==> config.mk <==
export PLATFORM = sky130hd
export DESIGN_NAME = pdr_regs
export DESIGN_NICKNAME = d
export VERILOG_FILES = /design/src/design/pdr_pkg.sv /design/src/design/pdr_flags.sv /design/src/design/pdr_regs.sv
export VERILOG_INCLUDE_DIRS = /design/src /design/src/design
export SDC_FILE = /design/constraint.sdc
export NUM_CORES = 1
export LEC_CHECK = 0
export BUFFER_PORTS_ARGS = -buffer_cell sky130_fd_sc_hd__buf_2
export CORE_AREA = 3 3 86 88
export DETAILED_ROUTE_END_ITERATION = 8
export DIE_AREA = 0 0 89 91
export PLACE_DENSITY_LB_ADDON = 0.1
export SLEW_MARGIN = 20
export SYNTH_ARGS = -nofsm -noshare
export SYNTH_HDL_FRONTEND = slang
export SYNTH_SLANG_ARGS = --single-unit
==> constraint.sdc <==
create_clock -name i_clock -period 1.5 [get_ports i_clock]
set_clock_uncertainty 0.2 [all_clocks]
set_input_delay 0.15 -clock i_clock [delete_from_list [all_inputs] [get_ports i_clock]]
set_output_delay 0.15 -clock i_clock [all_outputs]
set_load 0.01 [all_outputs]
==> src/design/pdr_defs.svh <==
// Register offsets, field positions and reset values of the interrupt and diagnostic register bank
`ifndef PDR_DEFS_SVH
`define PDR_DEFS_SVH
`define PDR_ADDR_INT_CS 5'h1b
`define PDR_ADDR_DIAG 5'h1d
`define PDR_ADDR_CTRL1 5'h1e
`define PDR_ADDR_CTRL2 5'h1f
`define PDR_INT_LINKUP_EN_BIT 8
`define PDR_DIAG_START_BIT 15
`define PDR_CTRL2_INT_LEVEL_BIT 9
`define PDR_INT_EN_RESET 8'h00
`define PDR_INT_FLAGS_RESET 8'h00
`define PDR_DIAG_RESULT_RESET 2'h0
`define PDR_DIST_RESET 9'h000
`define PDR_SHORT_RESET 1'b0
`define PDR_INT_LEVEL_RESET 1'b0
`define PDR_CTRL1_RESET 3'h0
`define PDR_RDATA_RESET 16'h0000
`endif

==> src/design/pdr_pkg.sv <==
// Types shared by the register bank and its flag module
`default_nettype none
package pdr_pkg;
  // Event pulses, bit order matches the flag field of the interrupt register
  typedef struct packed {
    logic jabber;
    logic rx_error;
    logic page_rx;
    logic par_det_fault;
    logic lp_ack;
    logic link_down;
    logic remote_fault;
    logic link_up;
  } pdr_events_t;
  // Result handed over by the cable test engine
  typedef struct packed {
    logic [1:0] result;
    logic short_cable;
    logic [8:0] distance;
  } pdr_diag_t;
  typedef enum logic [1:0] {
    PDR_DIAG_NORMAL = 2'h0,
    PDR_DIAG_OPEN = 2'h1,
    PDR_DIAG_SHORT = 2'h2,
    PDR_DIAG_FAIL = 2'h3
  } pdr_diag_code_t;
  typedef enum logic [1:0] {
    PDR_IDLE = 2'h0,
    PDR_RUN = 2'h1,
    PDR_DONE = 2'h3
  } pdr_diag_state_t;
endpackage
`default_nettype wire

==> src/design/pdr_flags.sv <==
// Sticky event flags that clear when the register holding them is read
`default_nettype none
`include "pdr_defs.svh"
module pdr_flags
  import pdr_pkg::*;
(
  input wire logic i_clock,
  input wire logic i_rst,
  input wire pdr_events_t i_events,
  input wire logic i_read_clear,
  output logic [7:0] o_flags
);
  logic [7:0] flags_reg;
  logic [7:0] flags_next;

  // An event arriving in the read cycle survives for the next read
  always_comb
  begin
    flags_next = i_events | (i_read_clear ? 8'h00 : flags_reg);
  end

  always_ff @(posedge i_clock or posedge i_rst)
  begin
    if (i_rst)
      flags_reg <= `PDR_INT_FLAGS_RESET;
    else
      flags_reg <= flags_next;
  end

  assign o_flags = flags_reg;
endmodule
`default_nettype wire

==> src/design/pdr_regs.sv <==
// Interrupt, cable diagnostic and control register bank on the management register port
`default_nettype none
`include "pdr_defs.svh"
module pdr_regs
  import pdr_pkg::*;
(
  input wire logic i_clock,
  input wire logic i_rst,
  input wire logic [4:0] i_reg_addr,
  input wire logic i_reg_wr,
  input wire logic i_reg_rd,
  input wire logic [15:0] i_reg_wdata,
  output logic [15:0] o_reg_rdata,
  input wire pdr_events_t i_events,
  input wire logic i_diag_done,
  input wire pdr_diag_t i_diag,
  input wire logic i_pause_capable,
  input wire logic i_link_up,
  input wire logic i_polarity_reversed,
  output logic o_diag_start,
  output logic o_int_pin
);
  logic [7:0] int_en_reg;
  logic int_level_reg;
  logic diag_busy_reg;
  pdr_diag_state_t diag_state_reg;
  pdr_diag_t diag_reg;
  logic [2:0] ctrl1_reg;
  logic [15:0] rdata_reg;
  logic [15:0] rdata_next;
  logic [7:0] flags;
  logic read_int;
  logic int_active;

  function automatic logic hit(input logic [4:0] addr, input logic [4:0] target);
    hit = (addr == target);
  endfunction

  assign read_int = i_reg_rd && hit(i_reg_addr, `PDR_ADDR_INT_CS);

  pdr_flags u_flags (
    .i_clock(i_clock),
    .i_rst(i_rst),
    .i_events(i_events),
    .i_read_clear(read_int),
    .o_flags(flags)
  );

  always_ff @(posedge i_clock or posedge i_rst)
  begin
    if (i_rst)
      int_en_reg <= `PDR_INT_EN_RESET;
    else if (i_reg_wr && hit(i_reg_addr, `PDR_ADDR_INT_CS))
      int_en_reg <= i_reg_wdata[15:8];
  end

  always_ff @(posedge i_clock or posedge i_rst)
  begin
    if (i_rst)
      int_level_reg <= `PDR_INT_LEVEL_RESET;
    else if (i_reg_wr && hit(i_reg_addr, `PDR_ADDR_CTRL2))
      int_level_reg <= i_reg_wdata[`PDR_CTRL2_INT_LEVEL_BIT];
  end

  // Start requests during a running test are ignored so results never mix
  always_ff @(posedge i_clock or posedge i_rst)
  begin
    if (i_rst)
    begin
      diag_state_reg <= PDR_IDLE;
      diag_busy_reg <= 1'b0;
      diag_reg <= {`PDR_DIAG_RESULT_RESET, `PDR_SHORT_RESET, `PDR_DIST_RESET};
    end
    else
    begin
      case (diag_state_reg)
        PDR_IDLE, PDR_DONE:
        begin
          if (i_reg_wr && hit(i_reg_addr, `PDR_ADDR_DIAG) && i_reg_wdata[`PDR_DIAG_START_BIT])
          begin
            diag_state_reg <= PDR_RUN;
            diag_busy_reg <= 1'b1;
          end
        end
        PDR_RUN:
        begin
          if (i_diag_done)
          begin
            diag_state_reg <= PDR_DONE;
            diag_busy_reg <= 1'b0;
            diag_reg <= i_diag;
          end
        end
        default:
        begin
          diag_state_reg <= PDR_IDLE;
          diag_busy_reg <= 1'b0;
        end
      endcase
    end
  end

  assign o_diag_start = diag_busy_reg;

  always_ff @(posedge i_clock or posedge i_rst)
  begin
    if (i_rst)
      ctrl1_reg <= `PDR_CTRL1_RESET;
    else
      ctrl1_reg <= {i_pause_capable, i_link_up, i_polarity_reversed};
  end

  always_comb
  begin
    rdata_next = 16'h0000;
    case (i_reg_addr)
      `PDR_ADDR_INT_CS: rdata_next = {int_en_reg, flags};
      `PDR_ADDR_DIAG: rdata_next = {diag_busy_reg, diag_reg.result, diag_reg.short_cable, 3'h0, diag_reg.distance};
      `PDR_ADDR_CTRL1: rdata_next = {6'h00, ctrl1_reg, 7'h00};
      `PDR_ADDR_CTRL2: rdata_next = {6'h00, int_level_reg, 9'h000};
      default: rdata_next = 16'h0000;
    endcase
  end

  always_ff @(posedge i_clock or posedge i_rst)
  begin
    if (i_rst)
      rdata_reg <= `PDR_RDATA_RESET;
    else if (i_reg_rd)
      rdata_reg <= rdata_next;
  end

  assign o_reg_rdata = rdata_reg;

  // Level follows the flags, so a read of the register deasserts the pin one cycle later
  assign int_active = |(flags & int_en_reg);
  assign o_int_pin = int_level_reg ? int_active : ~int_active;
endmodule
`default_nettype wire

======== Word level (Yosys, flattened, before mapping) ========
Index checks and enable logic that the tools add are counted.
Widths: inputs -> output; s select.
word-level totals
  bits of input ports ..................... 49
  output and inout bits ................... 18
  register bits ........................... 51
cells by class
  reductions and logical operators ........ 10
  equality and inequality tests ........... 8
  multiplexer cells ....................... 9
  bitwise logic cells ..................... 3
operators with widths
  kind                count
  $pmux 16 s4         1
  $eq 5x5->1 const B  4
  $and 8x8->8         1
  $mux 8              1
  $or 8x8->8          1
  $reduce_or 8->1     1
  $logic_and 1x1->1   5
  $mux 2              2
  $ne 2x2->1 const B  2
  $pmux 2 s2          1
  $reduce_and 2->1    2
  $mux 1              3
  $eq 2x1->1 const B  1
  $eq 2x2->1 const B  1
  $logic_not 2->1     1
  $pmux 1 s2          1
  $reduce_or 2->1     1
  $not 1->1           1

======== Depth between registers and ports, before layout ========
  word-level depth ........................ 5
  mapped depth ............................ 6

======== Hierarchy ========
From an unflattened synthesis, not the netlist that was laid out.
unflattened totals
  cell total of the unflattened synthesis .. 177
  area total of the unflattened synthesis .. 2230.9 µm²
modules (own cells, without submodules)
  module     cells each  times used  area an instance (µm²)
  pdr_regs   159         1           1963.1
  pdr_flags  18          1           267.8

======== Least setup slack after synthesis ========
No wires, ideal clock.
  kind .................................... reg-to-reg
  start ................................... register diag_state_reg[0]
  end ..................................... register diag_state_reg[1]
  setup time .............................. 0.125 ns
  arrival ................................. 1.358 ns
  stages on the path, launching flop included .. 6
  data required time ...................... 1.175 ns
  path slack .............................. -0.184 ns
  buffers on the path ..................... 0
  cells stage by stage .................... dfrtp_1 -> ha_1 -> nor2b_1 -> nor4_2 -> nor2_1 -> mux2_4
between the ends
  word-level cells in the longest chain between the ends .. 4
  elaborated cells between the ends (all ways) .. 8
  classes of those cells .................. eq/ne (4); mux (1); reduce/logical (3)
ends and longest elaborated chain
  item                                                  line            text
  start, declared                                       pdr_regs.sv:26  pdr_diag_state_t diag_state_reg;
  start signal, assigned                                pdr_regs.sv:70  diag_state_reg <= PDR_IDLE;
  start signal, assigned                                pdr_regs.sv:81  diag_state_reg <= PDR_RUN;
  start signal, assigned                                pdr_regs.sv:89  diag_state_reg <= PDR_DONE;
  $eq 2x2->1 / $logic_not 2->1 (equally long branches)  pdr_regs.sv:76  case (diag_state_reg)
  $reduce_or 2->1                                       pdr_regs.sv:76
  $ne 2x2->1 (no line)                                  --
  $reduce_and 2->1 (no line)                            --
Parallel ways exist; a longest one is shown, timed or not.
A chain may end at the register's enable or synchronous reset.

======== Final worst setup path ========
  start ................................... register u_flags.flags_reg[5], in the netlist u_flags.o_flags[5]
  end ..................................... output o_int_pin
between the ends
  word-level cells in the longest chain between the ends .. 4
ends and longest elaborated chain
  item                    line             text
  start, declared         pdr_flags.sv:13  logic [7:0] flags_reg;
  start signal, assigned  pdr_flags.sv:25  flags_reg <= `PDR_INT_FLAGS_RESET;
  start signal, assigned  pdr_flags.sv:27  flags_reg <= flags_next;
  $and 8x8->8 (*)         pdr_regs.sv:136  assign int_active = |(flags & int_en_reg);
  $reduce_or 8->1 (*)     pdr_regs.sv:136
  $not 1->1               pdr_regs.sv:137  assign o_int_pin = int_level_reg ? int_active : ~int_active;
  $mux 1 (*)              pdr_regs.sv:137
  end, declared           pdr_regs.sv:21   output logic o_int_pin
Every way passes the cells marked *; elsewhere a longest branch is shown, timed or not.

==> impl_metrics.json <==
{
  "status": "complete, but fails checks",
  "violations": "setup timing",
  "fp.dieW_um": 89,
  "hold_violations": 0,
  "via_per_inst": 4.68,
  "antenna_found_initial": 0,
  "crit_chain": "a22oi_2 -> nand4_1 -> xnor2_2 -> buf_2",
  "synth-seq-cells": 51,
  "syn-num-nets": 230,
  "cts_tree": "yes",
  "layout_common_cells": "58 x buf_2, 51 x dfrtp_1, 33 x dlygate4sd3_1, 29 x buf_4, 19 x inv_1",
  "hold_depth": 3,
  "yosys.area.top_type": "dfrtp_1",
  "min_from": "i_reg_wr",
  "die_y_um": 91,
  "start_kind": "flip-flop",
  "numClockSinks": 51,
  "r2r-start": "diag_state_reg[1]$_DFFE_PP0P_",
  "worst-path-buf-inv": 1,
  "synth_top_area_share_pct": 58.9,
  "grt_pass1_vias": 1940,
  "crit_slowest_cell": "dfrtp_1",
  "p_leak_nw": 1.58,
  "grt_max_degree": 40,
  "whs_ps": 24.4,
  "hold_end": "int_level_reg$_DFFE_PP0P_",
  "dp_hpwl_um": 3970,
  "setup_viol": 3,
  "relSlewSlack_pct": 78.9,
  "fin_cells": 382,
  "diodes": 0,
  "syn-instance-count": 178,
  "initial_core_util_pct": 32.2,
  "timing.final.ws_setup_ps": -268,
  "crit_family": "flip-flops",
  "syn_area_um2": 2170,
  "ys_seq_area_share_pct": 58.9,
  "worst_ep_arrival_time_ps": 1420,
  "rsz0062_at_grt": "true",
  "clk_latency_ps": 300,
  "drt-initial-drc-count": 90,
  "end_kind": "output pin",
  "avgSynthCellArea_um2": 12.2,
  "crit_type": "flip-flop to output pin",
  "worstRegToRegCells": 6,
  "io_buffers": 58,
  "core_area_um2": 6720,
  "design.portCount": 67,
  "die-area_um2": 8100,
  "r2r-end": "diag_state_reg[1]$_DFFE_PP0P_",
  "netlist_top_cells_area": "dfrtp_1 59%, mux2_2 10%, a22oi_1 5.9%",
  "dp.cells": 336,
  "vias": 1789,
  "worstMarginPinSlew_ps": 316,
  "ir_worst_vdd_uv": 524,
  "finalNetCount": 353,
  "maxSlewViolCount": 0,
  "clk_pin_slew_ps": 90,
  "gp_congestion": 0.720,
  "grt.total_usage_pct": 15.2,
  "drcViolationCount": 0,
  "ys_types": 29,
  "routed_wirelength_um": 5840,
  "fin_crit_ps": 1770,
  "crit_fanout": 2,
  "critPathMaxStageDelay_ps": 400,
  "wl_per_cell_um": 15.3,
  "clock-root-buffer": "clkbuf_8",
  "timing.final.crit_share_pct": 118,
  "fillers": 635,
  "rows": 30,
  "grt-ovfl-total": 0,
  "first_pass_iters": 4,
  "final_common_cell": "buf_2",
  "power_density_nw_per_um2": 1100,
  "h-tree-depth": 2,
  "crit_required_ps": 1150,
  "clk_path_buf_depth": 2,
  "hold_path.class": "primary input to flip-flop",
  "drive_above_1_share_pct": 43.7,
  "rrSetupSlack_ps": -110,
  "syn2layout_area_growth_pct": 54.6,
  "cts_buffers": 5,
  "grt_pass1_wl_um": 9470,
  "max_freq_mhz": 566,
  "max_cap_violations": 0,
  "largest_reg_flops": 16,
  "detail-route-antenna-nets": 0,
  "yosys_warnings": 0
}
==> kinds of logic (layout without fill, tap and decap cells) <==
family	Yosys count	in the layout	share of synthesized area (%)
flops	51	51	58.9
compound gates	46	46	15.0
buf+inv	29	153	5.78
simple gates	25	25	6.18
mux	22	22	11.6
fa+ha+maj	4	4	2.20
xor+xnor	1	1	0.404
==> stage by stage <==
stage,setup WS (ps),instance area [um2],setup TNS (ps),power [mW],utilization (%)
finish,-268,3350,-450,3.68,49.8
global route,-362,3350,-1060,3.90,49.8
CTS,-297,3300,-501,3.63,49.1
detailed placement,-137,2770,-620,2.57,41.3
global placement,-108,2770,-355,2.55,41.3
floorplan,-73.9,2180,-73.9,2.22,-
==> power by group <==
group | switching (mW) | internal (mW)
registers | 0.151 | 1.62
clock network | 0.454 | 0.327
logic | 0.398 | 0.734
total | 1.00 | 2.68
==> repair_timing <==
| action | CTS | global route |
|---|---|---|
| pin swaps | 4 | 4 |
| endpoints found under the setup margin | 15 | 15 |
| cloned | 1 | 0 |
| gates resized for setup | 16 | 8 |
| buffers inserted | 2 | 2 |
| hold endpoints to repair | 85 | 0 |
| hold buffers | 33 | 0 |
==> how the worst max path moves through the flow <==
stage                                       start                            end  slack [ps]  cells after the start
floorplan           diag_state_reg[1]$_DFFE_PP0P_  diag_state_reg[1]$_DFFE_PP0P_         -70                      6
global placement    diag_state_reg[1]$_DFFE_PP0P_  diag_state_reg[1]$_DFFE_PP0P_        -110                      6
detailed placement  diag_state_reg[1]$_DFFE_PP0P_  diag_state_reg[1]$_DFFE_PP0P_        -140                      6
CTS                     int_en_reg[0]$_DFFE_PP0P_                      o_int_pin        -300                      4
global route         u_flags.o_flags[5]$_DFF_PP0_                      o_int_pin        -360                      4
finish               u_flags.o_flags[5]$_DFF_PP0_                      o_int_pin        -270                      4
==> cell type report <==
type	count	area [um2]	share of cell area (%)
flip-flops and latches	51	1280	38.1
inverters	21	82.6	2.47
well taps	80	100	2.99
repair buffers	124	926	27.7
clock inverters	2	12.5	0.374
clock buffers	6	72.6	2.17
multi-input cells	98	878	26.2
==> worst reg2reg max path: stages, from the launching register on <==
cell,delay (ps)
dfrtp_1,400
inv_2,80
ha_4,140
nor2b_4,180
nor4_4,50
nor2_2,150
mux2_4,310
==> synthesized netlist by cell type <==
cell       instances
a21o_1             8
a22oi_1           17
a32oi_1            1
and2_0             1
and2_1             1
and3_1             2
and3b_1            1
buf_2              4
buf_4              1
buf_6              1
clkbuf_1           2
dfrtp_1           51
ha_1               3
inv_1             21
maj3_1             1
mux2_2            20
mux2_4             1
mux2i_1            1
nand2_1            6
nand2b_1           1
nand3_1            3
nand4_1            2
nor2_1             5
nor2b_1            2
nor4_2             1
o21ai_0            2
o22ai_1           16
o2bb2ai_1          2
xnor2_1            1
==> layer usage <==
| metal | global-route usage, % | up-vias | share of wire (%) |
|---|---|---|---|
| met5 | 0 | - | 0 |
| li1 | - | 875 | - |
| met2 | 23.6 | 43 | 47 |
| met4 | 4.09 | 0 | 0.79 |
| met3 | 3.09 | 4 | 4.8 |
| met1 | 21.5 | 867 | 47 |
Power figures use the tool's default switching activity.
